===== src/adtp_regs.svh =====
/*
 * register indices, field positions, reset values and timing counts
 * of the converter and touch panel control block.
 * assumes a 25 MHz system clock and a word-per-register bus map.
 */
// Operation
// - high result byte holds bits 11..4
// - low result upper nibble holds bits 3..0
// - enable bit starts converter; bits 1..0 pick channel
// - clock select: clear slow, set fast
// - touch bit 6: wake only or wake+reset
// - touch bit 7 enables touch-detect wake-up
// - four write-only touch switch controls, set closes
// - one-time mode sets done flag at finish
`ifndef ADTP_REGS_SVH
`define ADTP_REGS_SVH

// register indices, byte address is four times the index
`define ADTP_IDX_RES_HI 16'h103a
`define ADTP_IDX_RES_LO 16'h103b
`define ADTP_IDX_CTL1 16'h103c
`define ADTP_IDX_CTL2 16'h103d
`define ADTP_IDX_STAT 16'h103e

// primary control fields
`define ADTP_C1_IE 6
`define ADTP_C1_LOOP 5
`define ADTP_C1_TOUCH 4
`define ADTP_C1_EN 3
`define ADTP_C1_FAST 2

// touch control fields
`define ADTP_C2_WAKE 7
`define ADTP_C2_WRST 6

// status fields
`define ADTP_ST_DONE 1
`define ADTP_ST_TOUCH 0

// reset values
`define ADTP_RST_BYTE 8'h00
`define ADTP_RST_RES 12'h000

// conversion clock
`define ADTP_SYS_HZ 25000000
`define ADTP_SLOW_HZ 230000
`define ADTP_FAST_HZ 460000
`define ADTP_SLOW_HALF (`ADTP_SYS_HZ / (2 * `ADTP_SLOW_HZ))
`define ADTP_FAST_HALF (`ADTP_SYS_HZ / (2 * `ADTP_FAST_HZ))

`endif


===== src/adtp_pkg.sv =====
/*
 * types of the converter and touch panel control block.
 * assumes adtp_regs.svh carries the numeric constants.
 */
package adtp_pkg;

    typedef enum logic [1:0] {
        ADTP_IDLE = 2'b00,
        ADTP_START = 2'b01,
        ADTP_WAIT = 2'b10
    } adtp_state_t;

    typedef logic [7:0] adtp_byte_t;
    typedef logic [11:0] adtp_res_t;

endpackage : adtp_pkg


===== src/adtp_ctrl.sv =====
/*
 * converter and touch panel control: ahb-lite register slave,
 * conversion sequencer, conversion clock divider, touch switches
 * and touch-detect wake-up.
 * assumes the converter core answers a start pulse with one done
 * pulse carrying the 12-bit result; pins are synchronous to clk_i.
 */
`include "adtp_regs.svh"

module adtp_ctrl
    import adtp_pkg::*;
(
    // clock, reset, enable
    input wire logic clk_i,
    input wire logic rst_i,
    input wire logic ce_i,
    // ahb-lite slave
    input wire logic hsel_i,
    input wire logic [31:0] haddr_i,
    input wire logic [1:0] htrans_i,
    input wire logic hwrite_i,
    input wire logic [2:0] hsize_i,
    input wire logic [31:0] hwdata_i,
    input wire logic hready_i,
    output logic [31:0] hrdata_o,
    output logic hreadyout_o,
    output logic hresp_o,
    // converter core
    output logic conv_en_o,
    output logic conv_start_o,
    output logic [1:0] conv_chan_o,
    output logic conv_touch_mode_o,
    output logic conv_clk_o,
    input wire logic conv_done_i,
    input wire logic [11:0] conv_data_i,
    // touch panel
    output logic [3:0] touch_sw_o,
    input wire logic touch_detect_i,
    output logic touch_detect_wake_o,
    output logic touch_wake_reset_o,
    // interrupt request
    output logic irq_o
);

    // address decode helper
    function automatic logic adtp_hit(input logic [31:0] a, input logic [15:0] idx);
        adtp_hit = (a == {14'h0000, idx, 2'b00});
    endfunction : adtp_hit

    // bus state
    logic wr_pend_q;
    logic wr_pend_d;
    logic [31:0] wr_addr_q;
    logic [31:0] rdata_q;
    logic [31:0] rdata_d;
    logic hready_q;

    // control state
    adtp_byte_t ctl1_q;
    adtp_byte_t ctl2_q;
    adtp_res_t res_q;
    logic done_q;
    logic done_d;
    logic touch_q;
    logic irq_q;
    logic start_q;
    adtp_state_t state_q;
    adtp_state_t state_d;

    // conversion clock divider
    logic [7:0] div_q;
    logic cclk_q;

    // address phase decode
    wire take = hsel_i & htrans_i[1] & hready_i;
    wire take_rd = take & ~hwrite_i;
    wire take_wr = take & hwrite_i;

    // data phase write decode
    wire wr_ctl1 = wr_pend_q & adtp_hit(wr_addr_q, `ADTP_IDX_CTL1);
    wire wr_ctl2 = wr_pend_q & adtp_hit(wr_addr_q, `ADTP_IDX_CTL2);
    wire wr_stat = wr_pend_q & adtp_hit(wr_addr_q, `ADTP_IDX_STAT);
    wire [7:0] wbyte = hwdata_i[7:0];

    // control fields
    wire en_bit = ctl1_q[`ADTP_C1_EN];
    wire loop_bit = ctl1_q[`ADTP_C1_LOOP];
    wire ie_bit = ctl1_q[`ADTP_C1_IE];
    wire fast_bit = ctl1_q[`ADTP_C1_FAST];
    wire wake_bit = ctl2_q[`ADTP_C2_WAKE];
    wire wrst_bit = ctl2_q[`ADTP_C2_WRST];

    // start request: enable bit written high
    wire go_req = wr_ctl1 & wbyte[`ADTP_C1_EN];
    wire conv_end = (state_q == ADTP_WAIT) & conv_done_i;

    // read data of each register except primary control, which reads as zero
    wire [7:0] rd_hi = res_q[11:4];
    wire [7:0] rd_lo = {res_q[3:0], 4'h0};
    wire [7:0] rd_c2 = {ctl2_q[7:6], 6'h00};
    wire [7:0] rd_st = {6'h00, done_q, touch_q};

    // read mux
    always_comb begin
        rdata_d = 32'h0000_0000;
        if (adtp_hit(haddr_i, `ADTP_IDX_RES_HI)) begin
            rdata_d = {24'h000000, rd_hi};
        end
        if (adtp_hit(haddr_i, `ADTP_IDX_RES_LO)) begin
            rdata_d = {24'h000000, rd_lo};
        end
        if (adtp_hit(haddr_i, `ADTP_IDX_CTL2)) begin
            rdata_d = {24'h000000, rd_c2};
        end
        if (adtp_hit(haddr_i, `ADTP_IDX_STAT)) begin
            rdata_d = {24'h000000, rd_st};
        end
    end

    // done flag next value
    always_comb begin
        done_d = done_q;
        if (wr_stat & ~wbyte[`ADTP_ST_DONE]) begin
            done_d = 1'b0;
        end
        if (conv_end & ~loop_bit) begin
            done_d = 1'b1;
        end
    end

    // sequencer next state
    always_comb begin
        state_d = state_q;
        case (state_q)
            ADTP_IDLE: begin
                if (go_req) begin
                    state_d = ADTP_START;
                end
            end
            ADTP_START: begin
                state_d = ADTP_WAIT;
            end
            ADTP_WAIT: begin
                if (~en_bit) begin
                    state_d = ADTP_IDLE;
                end else if (conv_done_i) begin
                    state_d = loop_bit ? ADTP_START : ADTP_IDLE;
                end
            end
            default: begin
                state_d = ADTP_IDLE;
            end
        endcase
    end

    // pending write capture
    always_comb begin
        wr_pend_d = wr_pend_q;
        if (hready_q) begin
            wr_pend_d = take_wr;
        end
    end

    // write address capture
    always_ff @(posedge clk_i) begin
        if (rst_i) begin
            wr_pend_q <= 1'b0;
            wr_addr_q <= 32'h0000_0000;
        end else if (ce_i) begin
            wr_pend_q <= wr_pend_d;
            if (take_wr) begin
                wr_addr_q <= haddr_i;
            end
        end
    end

    // read data loaded at address phase
    always_ff @(posedge clk_i) begin
        if (rst_i) begin
            rdata_q <= 32'h0000_0000;
        end else if (ce_i & take_rd) begin
            rdata_q <= rdata_d;
        end
    end

    // zero wait states
    always_ff @(posedge clk_i) begin
        if (rst_i) begin
            hready_q <= 1'b1;
        end else if (ce_i) begin
            hready_q <= 1'b1;
        end
    end

    // control registers
    always_ff @(posedge clk_i) begin
        if (rst_i) begin
            ctl1_q <= `ADTP_RST_BYTE;
            ctl2_q <= `ADTP_RST_BYTE;
        end else if (ce_i) begin
            if (wr_ctl1) begin
                ctl1_q <= {1'b0, wbyte[6:0]};
            end
            if (wr_ctl2) begin
                ctl2_q <= {wbyte[7:6], 2'b00, wbyte[3:0]};
            end
        end
    end

    // sequencer state and start pulse
    always_ff @(posedge clk_i) begin
        if (rst_i) begin
            state_q <= ADTP_IDLE;
            start_q <= 1'b0;
        end else if (ce_i) begin
            state_q <= state_d;
            start_q <= (state_q == ADTP_START) & en_bit;
        end
    end

    // conversion result
    always_ff @(posedge clk_i) begin
        if (rst_i) begin
            res_q <= `ADTP_RST_RES;
        end else if (ce_i & conv_end) begin
            res_q <= conv_data_i;
        end
    end

    // done flag
    always_ff @(posedge clk_i) begin
        if (rst_i) begin
            done_q <= 1'b0;
        end else if (ce_i) begin
            done_q <= done_d;
        end
    end

    // interrupt request
    always_ff @(posedge clk_i) begin
        if (rst_i) begin
            irq_q <= 1'b0;
        end else if (ce_i) begin
            irq_q <= ie_bit & done_d & ~done_q;
        end
    end

    // touch detect input register
    always_ff @(posedge clk_i) begin
        if (rst_i) begin
            touch_q <= 1'b0;
        end else if (ce_i) begin
            touch_q <= touch_detect_i;
        end
    end

    // conversion clock divider
    wire [7:0] half_cnt = fast_bit ? 8'(`ADTP_FAST_HALF) : 8'(`ADTP_SLOW_HALF);

    always_ff @(posedge clk_i) begin
        if (rst_i) begin
            div_q <= 8'h00;
            cclk_q <= 1'b0;
        end else if (ce_i) begin
            if (~en_bit) begin
                div_q <= 8'h00;
                cclk_q <= 1'b0;
            end else if (div_q >= half_cnt - 8'h01) begin
                div_q <= 8'h00;
                cclk_q <= ~cclk_q;
            end else begin
                div_q <= div_q + 8'h01;
            end
        end
    end

    // converter side outputs
    logic en_out_q;
    logic [1:0] chan_q;
    logic mode_q;

    always_ff @(posedge clk_i) begin
        if (rst_i) begin
            en_out_q <= 1'b0;
            chan_q <= 2'b00;
            mode_q <= 1'b0;
        end else if (ce_i) begin
            en_out_q <= en_bit;
            chan_q <= ctl1_q[1:0];
            mode_q <= ctl1_q[`ADTP_C1_TOUCH];
        end
    end

    // touch side outputs
    logic [3:0] sw_q;
    logic wake_q;
    logic wrst_q;

    always_ff @(posedge clk_i) begin
        if (rst_i) begin
            sw_q <= 4'h0;
            wake_q <= 1'b0;
            wrst_q <= 1'b0;
        end else if (ce_i) begin
            sw_q <= ctl2_q[3:0];
            wake_q <= wake_bit & touch_q;
            wrst_q <= wake_bit & wrst_bit & touch_q;
        end
    end

    assign hrdata_o = rdata_q;
    assign hreadyout_o = hready_q;
    assign hresp_o = 1'b0;
    assign conv_en_o = en_out_q;
    assign conv_start_o = start_q;
    assign conv_chan_o = chan_q;
    assign conv_touch_mode_o = mode_q;
    assign conv_clk_o = cclk_q;
    assign touch_sw_o = sw_q;
    assign touch_detect_wake_o = wake_q;
    assign touch_wake_reset_o = wrst_q;
    assign irq_o = irq_q;

endmodule : adtp_ctrl


===== config.mk =====
export PLATFORM = sky130hd
export DESIGN_NAME = adtp_ctrl
export DESIGN_NICKNAME = d
export VERILOG_FILES = /design/src/adtp_pkg.sv /design/src/adtp_ctrl.sv
export VERILOG_INCLUDE_DIRS = /design/src
export SDC_FILE = /design/constraint.sdc
export NUM_CORES = 1
export LEC_CHECK = 0
export CORE_ASPECT_RATIO = 0.7
export CORE_UTILIZATION = 40
export CTS_CLUSTER_SIZE = 16
export DETAILED_ROUTE_END_ITERATION = 12
export DONT_BUFFER_PORTS = 1
export HOLD_SLACK_MARGIN = 0.15
export SYNTH_ARGS = -nofsm -noshare
export SYNTH_HDL_FRONTEND = slang
export SYNTH_SLANG_ARGS = --single-unit
export TNS_END_PERCENT = 30

===== constraint.sdc =====
create_clock -name clk_i -period 1.7 [get_ports clk_i]
set_clock_uncertainty 0.05 [all_clocks]
set_input_delay 0.34 -clock clk_i [delete_from_list [all_inputs] [get_ports clk_i]]
set_output_delay 0.34 -clock clk_i [all_outputs]
set_load 0.03 [all_outputs]

# == Word level (Yosys, flattened, before mapping) ==
# Cells that the tools add are included.
# totals
reg_bits,115
inputBits,89
out_inout_bits,47
elab_cells,80
# classes
add_sub_neg,2
order_cmp,1
eq_ne,12
muxes,16
bitwise,24
reduce_logical,6
# op_table
op,count
"equality test 32 x 15 -> 1 bit, second input constant",7
2-to-1 mux 32 bit,3
2-to-1 mux 8 bit,3
bitwise AND 1 bit,19
"adder 8 x 1 -> 8 bit, second input constant",1
>= comparator 8 bit,1
AND reduction 2 bit,4
"subtractor 6 x 1 -> 7 bit, second input constant",1
2-to-1 mux 2 bit,3
2-to-1 mux 6 bit,1
case mux 2 bit (3 select lines),1
2-to-1 mux 1 bit,5
NOT 1 bit,5
"inequality test 3 bit, second input constant",1
AND reduction 3 bit,1
"equality test 2 x 1 -> 1 bit, second input constant",1
"equality test 2 bit, second input constant",1
zero test 2 bit,1
"inequality test 2 x 1 -> 1 bit, second input constant",1
"inequality test 2 bit, second input constant",1

# == Longest topological paths before layout ==
# Gate-level depths: netlist (run 1).
# depth
ltp_word,7
depth_mapped,7
depth_no_buf,7

# == Worst setup path before layout (run 1) ==
# OpenSTA, ideal clock, no wires.
# synth_path
path_type,flip-flop to flip-flop
from,register wr_addr_q[27]
to,register ctl1_q[0]
setup_ns,0.128
arrival_time_ns,1.552
required_ns,1.522
path_slack_ns,-0.030
path_stages_with_launch,6
path_buffers,0
synth_period_minus_slack_ns,1.730
path_cell_list,dfxtp_1 nor4_4 nand4_4 nor4_4 mux2i_1 nor2_1
# synth_between
elab_chain_len,3
# synth_lines
item,line,source
"start, declared",adtp_ctrl.sv:53,logic [31:0] wr_addr_q;
"start signal, assigned",adtp_ctrl.sv:172,wr_addr_q <= haddr_i;
equality test 32 x 15 -> 1 bit,adtp_ctrl.sv:47,"adtp_hit = (a == {14'h0000, idx, 2'b00});"
bitwise AND 1 bit,adtp_ctrl.sv:80,"wire wr_ctl1 = wr_pend_q & adtp_hit(wr_addr_q, `ADTP_IDX_CTL1);"
AND reduction 2 bit (no line),n/a,
"end signal, assigned",adtp_ctrl.sv:198,ctl1_q <= `ADTP_RST_BYTE;
"end signal, assigned",adtp_ctrl.sv:202,"ctl1_q <= {1'b0, wbyte[6:0]};"
"end, declared",adtp_ctrl.sv:59,adtp_byte_t ctl1_q;
# Every way passes these cells.
# A chain may end at the register's enable or synchronous reset.

# == Worst setup path after layout (run 1) ==
# layout_path
from,register ctl1_q[2]
to,register cclk_q (netlist: conv_clk_o)
# layout_between
elab_chain_len,5
# layout_lines
item,line,source
2-to-1 mux 6 bit,adtp_ctrl.sv:258,wire [7:0] half_cnt = fast_bit ? 8'(`ADTP_FAST_HALF) : 8'(`ADTP_SLOW_HALF);
subtractor 6 x 1 -> 7 bit,adtp_ctrl.sv:268,end else if (div_q >= half_cnt - 8'h01) begin
>= comparator 8 bit,adtp_ctrl.sv:268,
inequality test 2 x 1 -> 1 bit (no line),n/a,
AND reduction 2 bit (no line),n/a,
"end signal, assigned",adtp_ctrl.sv:270,cclk_q <= ~cclk_q;
"end, declared",adtp_ctrl.sv:72,logic cclk_q;
# Every way passes these cells.

==> flow_summary_export.csv, run 1 <==
group,metric,value,unit
sta,fin_crit,1.79,ns
sta,post-route-period-util,105,%
worst_setup_path,reg2reg_slack,-0.09,ns
global_route,grtUsageMet1,26.1,%
yosys,synthMuxAreaShare,6.85,%
power,netSwitchingFraction,22.0,%
power,clkPwrFrac,47.6,%
layout,num-nets-final,628,
power,pwr-share-seq,47.0,%
floorplan,die_area,10300,sq um
worst_setup_path,rr_worst_depth,7,
worst_setup_path,required,1.93,ns
global_route,grt_overflow,0,
clocking,root_buffer,"clkbuf_16",
route,drtIter0Drc,240,
placed_design,gp_congestion,0.786,
power,peakVddDrop,0.000651,V
sta,setup-violations-final,14,
worst_hold_path,min-delay-start,"ce_i",
global_route,grt_max_degree,50,
yosys,synth_top_family_by_area,"simple AND/OR/NAND/NOR gates",
layout,antenna_cells,0,
sta,worst_pin_slew,0.512,ns
global_route,grt_pass1_wl,16.3,mm
yosys,synthFlopType,"dfxtp_1",
route,avgViaCountPerCell,5.11,
yosys,synth_cell_types,43,
layout,syn_to_final_growth,33.0,%
yosys,synth_fa_ha_area_share,1.90,%
clocking,cts.clk_slew.worst_paths,0.07,ns
global_route,grt_use_met2,33.3,%
job,cap_violations,0,
floorplan,dieHeight,85.1,um
worst_setup_path,path_max_fanout,4,
sta,final.setup.tns,-0.693,ns
yosys,syn_inst,454,
yosys,synth-simple-area-share,25.9,%
layout,drive_gt1_share,11.5,%
worst_setup_path,cp.arrival,2.01,ns
worst_setup_path,critPathCaptureType,"register",
yosys,yosys_warnings,0,
worst_setup_path,crit_type,"reg -> reg",
clocking,clockBufferDepth,2,
yosys,async_flop_share,0,%
clocking,clkLatencyLatePin,0.34,ns
route,ant_nets,0,
yosys,syn_avg_cell_area,8.70,sq um
floorplan,core_area,9330,sq um
sta,rsz0062_at_grt,"yes",
worst_setup_path,worstSetupStartpointType,"register",
sta,fmax,0.560,GHz
sta,drv_slew,0,
global_route,grt_pass1_vias,3381,
yosys,synthXorXnorAreaFrac,1.55,%
yosys,syn_area,3950,sq um
yosys,synth_compound_area_share,9.83,%
status,status,"finished, violations left",
worst_hold_path,min_path_cells,3,
placed_design,portBuffers,0,
global_route,grt_usage,20.6,%
yosys,synth_edf_count,0,
placed_design,dpl-instance-area,4090,sq um
clocking,numCtsBuffers,9,
yosys,seq_area_frac_synth,46.1,%
worst_hold_path,hp-class,"in -> reg",
power,p_sw,1.01,mW
route,wl,10.2,mm
power,pwr_density_cell,874,nW/um^2
sta,setup_ws,-0.0862,ns
status,violations,"negative setup slack",
floorplan,start_util,42.3,%
sta,maxSlewHeadroom,65.9,%
layout,fin_util,56.3,%
placed_design,dp_slack,-0.216,ns
power,leakage,2.00,nW
floorplan,die_x,121,um
sta,hold_viol_final,0,
route,avgRoutedWirePerCell,15.4,um
route,dr.pass1.iters,5,
worst_hold_path,min_to,"conv_clk_o",
route,vias,3384,
floorplan,boundaryPins,136,
global_route,antenna_found_initial,0,
placed_design,dp_hpwl,6.59,mm
route,drcViolationCount,0,
yosys,ys_seq_elements,91,
worst_setup_path,r2r_end,"conv_clk_o",
power,p_comb_share,5.4,%
floorplan,fp-row-count,29,
worst_setup_path,timing.rr.start,"ctl1_q[2]",
clocking,clock-sinks,91,
global_route,use_met3,7.33,%
clocking,htreeDepth,3,
global_route,top_usage_layer,"met2",
clocking,tritoncts,"done",
layout,post-route-cell-area,5250,sq um
power,internal_power,3.58,mW
-- per-stage QoR --
step	instances	hold WS [ns]	power, mW
2_1_floorplan	478	0.379	2.42
3_3_place_gp	574	0.359	2.36
5_1_grt	662	0.193	4.74
3_5_place_dp	574	0.367	2.36
6_report	662	0.175	4.59
4_1_cts	662	0.165	4.63
-- placed cells by master, fill, tap and decap left out, types with 7 or more instances in the layout --
cell           count
mux2i_1           27
dfxtp_2            7
clkbuf_16          9
nor2_1            32
dlygate4sd3_1     70
conb_1            26
buf_4             16
dfxtp_1           84
nand3_1            7
a21oi_1           57
nand2_1          109
nand4_1            7
-- flip-flops by register name, summed over array words and instances, names as in the netlist --
name	count
done_q	1
hrdata_o	8
ctl1_q	7
conv_chan_o	2
conv_en_o	1
touch_sw_o	4
wr_pend_q	1
div_q	8
touch_q	1
wr_addr_q	32
conv_start_o	1
conv_touch_mode_o	1
irq_o	1
res_q	12
touch_detect_wake_o	1
ctl2_q	6
state_q	2
touch_wake_reset_o	1
conv_clk_o	1
-- Yosys cell counts (6+ instances only) --
master	count	area [sq um]
ha_1	6	75.1
buf_4	26	195
nand3_1	7	35.0
mux2i_1	27	270
clkbuf_1	18	67.6
a21oi_1	57	285
dfxtp_1	91	1820
nor2_1	33	124
nand4_1	7	43.8
nand2_1	110	413
-- layer usage --
layer,wire (um),vias up
met4,96,0
li1,-,1655
met1,4750,1614
met2,4650,107
met5,0,-
met3,726,8
-- worst max path at each step --
stage                            start         end  cells after the start
final                        ctl1_q[2]  conv_clk_o                      7
after global routing      wr_addr_q[8]   ctl2_q[2]                      7
after CTS                    ctl1_q[2]  conv_clk_o                      7
after detailed placement     ctl1_q[2]  conv_clk_o                      7
after global placement       ctl1_q[2]  conv_clk_o                      7
after floorplan           wr_addr_q[5]   ctl2_q[7]                      5
-- worst max-delay path: stages, from the launching register on --
cell and delay (ns):
dfxtp_2 0.36, inv_2 0.05, ha_1 0.28, nand2_1 0.05, o21ai_1 0.17, a41oi_2 0.20
or4_1 0.43, a21oi_1 0.13
-- logic make-up (layout without fill, tap and decap cells) --
kind of cell | after synthesis | count (layout)
AND/OR/NAND/NOR | 195 | 195
flip-flops | 91 | 91
AO/OA/AOI/OAI | 72 | 72
buffers and inverters | 54 | 114
multiplexers | 27 | 27
XOR/XNOR | 7 | 7
adder cells (fa/ha/maj) | 6 | 6
other | 2 | 26
-- power groups by stage --
stage               clock network, mW  registers (mW)  logic [mW]
floorplan                           0            2.20       0.220
global placement                    0            2.20       0.157
detailed placement                  0            2.20       0.158
CTS                              2.23            2.15       0.245
global route                     2.32            2.16       0.266
finish                           2.18            2.16       0.250
-- area by class of cell --
| class | instances | area (sq um) |
|---|---|---|
| Clock buffer | 11 | 243 |
| Clock inverter | 5 | 85.1 |
| Fill cell | 825 | 4080 |
| Inverter | 6 | 22.5 |
| Multi-Input combinational cell | 333 | 2000 |
| Sequential cell | 91 | 1830 |
| Tap cell | 124 | 155 |
| Timing Repair Buffer | 92 | 918 |
-- repair_timing --
| action | in CTS | in global routing |
|---|---|---|
| gates resized for setup | 14 | 10 |
| hold endpoints to repair | 85 | 0 |
| endpoints found under the setup margin | 23 | 36 |
| hold buffers | 71 | 0 |
| setup buffers | 1 | 0 |
| pin swaps | 11 | 7 |
Note: power is estimated with default switching activity, not from simulation.
==> inputs of run 2 (changes only) <==
- ABC_AREA: unset -> 1
- CORE_UTILIZATION: 40 -> 30
==> flow_summary_export.csv, run 2 <==
group,metric,value,unit
yosys,syn_inst,568,
worst_setup_path,cp_slowest_cell,"dfxtp_4",
placed_design,dp_cells,735,
yosys,syn_avg_cell_area,7.36,sq um
sta,maxSlewHeadroom,45.4,%
job,cap_violations,0,
worst_setup_path,required,1.91,ns
floorplan,core_area,13400,sq um
worst_setup_path,critPathCaptureType,"register",
worst_setup_path,crit_top_cell,"nand2_1",
sta,drv_slew,0,
yosys,seq_area_frac_synth,43.6,%
yosys,synth_edf_count,0,
sta,post-route-period-util,94.2,%
route,dr.pass1.iters,4,
route,drtIter0Drc,126,
route,vias,3583,
global_route,grt_pass1_wl,16.2,mm
yosys,synthFlopType,"dfxtp_1",
layout,nFillCells,1376,
yosys,syn_area,4180,sq um
yosys,ys_seq_elements,91,
route,drcViolationCount,0,
clocking,clkLatencyLatePin,0.34,ns
worst_setup_path,crit_buf_inv,2,
route,avgRoutedWirePerCell,12.7,um
global_route,grt_pass1_vias,3348,
global_route,antenna_found_initial,0,
clocking,clock-sinks,91,
global_route,grt_max_degree,49,
floorplan,dieHeight,101,um
global_route,grt_overflow,0,
floorplan,boundaryPins,136,
clocking,numCtsBuffers,9,
placed_design,dp_hpwl,7.13,mm
layout,num-nets-final,713,
clocking,tritoncts,"done",
yosys,synth_area_leader_cell,"dfxtp_1",
global_route,grt_usage,14.8,%
layout,final_common_cell,"nor2_1",
clocking,clockBufferDepth,2,
layout,antenna_cells,0,
worst_setup_path,path_max_fanout,4,
placed_design,portBuffers,0,
sta,setup_ws,0.0984,ns
layout,regMostFlops,"wr_addr_q",
layout,final_cells,808,
layout,largest_reg_flops,32,
clocking,htreeDepth,3,
floorplan,die_area,14400,sq um
layout,reg.largest.list,"wr_addr_q x32, res_q x12",
placed_design,gp_congestion,0.790,
layout,drive_gt1_share,12.8,%
power,pwr_density_cell,892,nW/um^2
route,wl,10.3,mm
sta,fmax,0.624,GHz
placed_design,dp_slack,-0.00655,ns
layout,multiInputGateArea,2000,sq um
power,peakVddDrop,0.000521,V
layout,syn_to_final_growth,25.5,%
power,leakage,2.12,nW
worst_setup_path,cp.arrival,1.82,ns
worst_setup_path,worstSetupStartpointType,"register",
yosys,ys_top_cells_by_count,"nor2_1, dfxtp_1, nand2_1, a21oi_1, inv_1",
route,ant_nets,0,
sta,whs,0.160,ns
layout,ff_latch_area,1830,sq um
yosys,synth_cell_types,36,
sta,worst_pin_slew,0.817,ns
clocking,cts.clk_slew.worst_paths,0.07,ns
worst_setup_path,crit_type,"reg -> reg",
yosys,async_flop_share,0,%
route,avgViaCountPerCell,4.43,
sta,setup-violations-final,0,
sta,fin_crit,1.60,ns
yosys,yosys_warnings,0,
status,status,"finished clean",
yosys,yosysTopAreaCellShare,43.6,%
clocking,root_buffer,"clkbuf_16",
worst_hold_path,hp-class,"in -> reg",
floorplan,start_util,31.3,%
yosys,synth_most_common_cell,"nor2_1",
layout,layout_common_cells,"nor2_1, dfxtp_1, nand2_1",
floorplan,fp-row-count,35,
worst_setup_path,crit_family,"simple AND/OR/NAND/NOR gates",
worst_setup_path,cpPeakStageDelay,0.36,ns
power,finalPower,4.67,mW
yosys,ys_top_cells_by_area,"dfxtp_1, nor2_1, nand2_1, a21oi_1, buf_4",
worst_setup_path,crit_chain,"inv_2 -> ha_4 -> nand2_1 -> inv_1 -> nand2_1 -> nand2_1 -> nand2_1 -> nand4_1 -> nand2_2 -> nand2_1 -> a21oi_1",
floorplan,die_x,143,um
sta,hold_viol_final,0,
[run 2: cell types whose count changed in the layout (fill, tap and decap cells not counted), sizes merged, moves of 24 or more]
cell / change
o21ai: +64
nand2: -27
inv: +54
mux2i: -27
nor2: +74
dlygate4sd3: -24
[run 2: kinds of logic after synthesis]
kind of cell | share of synthesized area, %
flops | 43.6
xor+xnor | 1.05
fa+ha+maj | 1.80
buf+inv | 13.3
other cells | 0.180
compound gates | 15.6
simple gates | 24.4
[run 2: cell type report]
class	count	share of cell area, %
Tap cell	185	4.42
Sequential cell	91	34.8
Clock inverter	6	1.36
Timing Repair Buffer	64	12.7
Multi-Input combinational cell	394	38.1
Inverter	58	4.15
Clock buffer	10	4.37
[run 2: worst reg2reg max path, stage by stage (launching register included)]
cell and delay, ns:
dfxtp_4 0.36, inv_2 0.12, ha_4 0.22, nand2_1 0.07
inv_1 0.04, nand2_1 0.05, nand2_1 0.04, nand2_1 0.05
nand4_1 0.16, nand2_2 0.16, nand2_1 0.06, a21oi_1 0.15
[run 2: worst paths after layout]
kind / from / end / slack, ns / depth (start not counted)
worst min-delay path: hwrite_i / hrdata_o[7] / 0.16 / 3
worst min register to register: div_q[7] / div_q[7] / 0.39 / 2
worst max register to register: ctl1_q[2] / conv_clk_o / 0.1 / 11
worst max-delay path: ctl1_q[2] / conv_clk_o / 0.1 / 11
[run 2: report_power, final]
group / switching [mW] / leakage [nW] / internal [mW]
clock: 0.882 / 0.145 / 1.16
combinational: 0.261 / 1.24 / 0.164
sequential: 0.0396 / 0.737 / 2.17
total: 1.18 / 2.12 / 3.49
[run 2: stage by stage]
| step | area, sq um | TNS, ns | util (%) |
|---|---|---|---|
| after floorplan | 4270 | 0 | - |
| after global placement | 4240 | 0 | 31.7 |
| after detailed placement | 4240 | -0.00655 | 31.7 |
| after CTS | 5060 | 0 | 37.9 |
| after global routing | 5240 | -0.0225 | 39.2 |
| final | 5240 | 0 | 39.2 |
[run 2: what timing repair did]
item,CTS,global route
endpoints found under the setup margin,3,17
setup buffers,0,4
hold buffers,52,0
hold endpoints to repair,81,0
pin swaps,0,12
gates cloned,0,1
gates resized for setup,1,35
[run 2: per-layer routing]
metal | vias to the layer above | global-route usage (%) | wire, um
li1 | 1880 | - | -
met1 | 1614 | 18.9 | 4960
met2 | 81 | 24.1 | 4710
met4 | 0 | 3.89 | 91
met5 | - | 0 | 0
met3 | 8 | 4.51 | 536
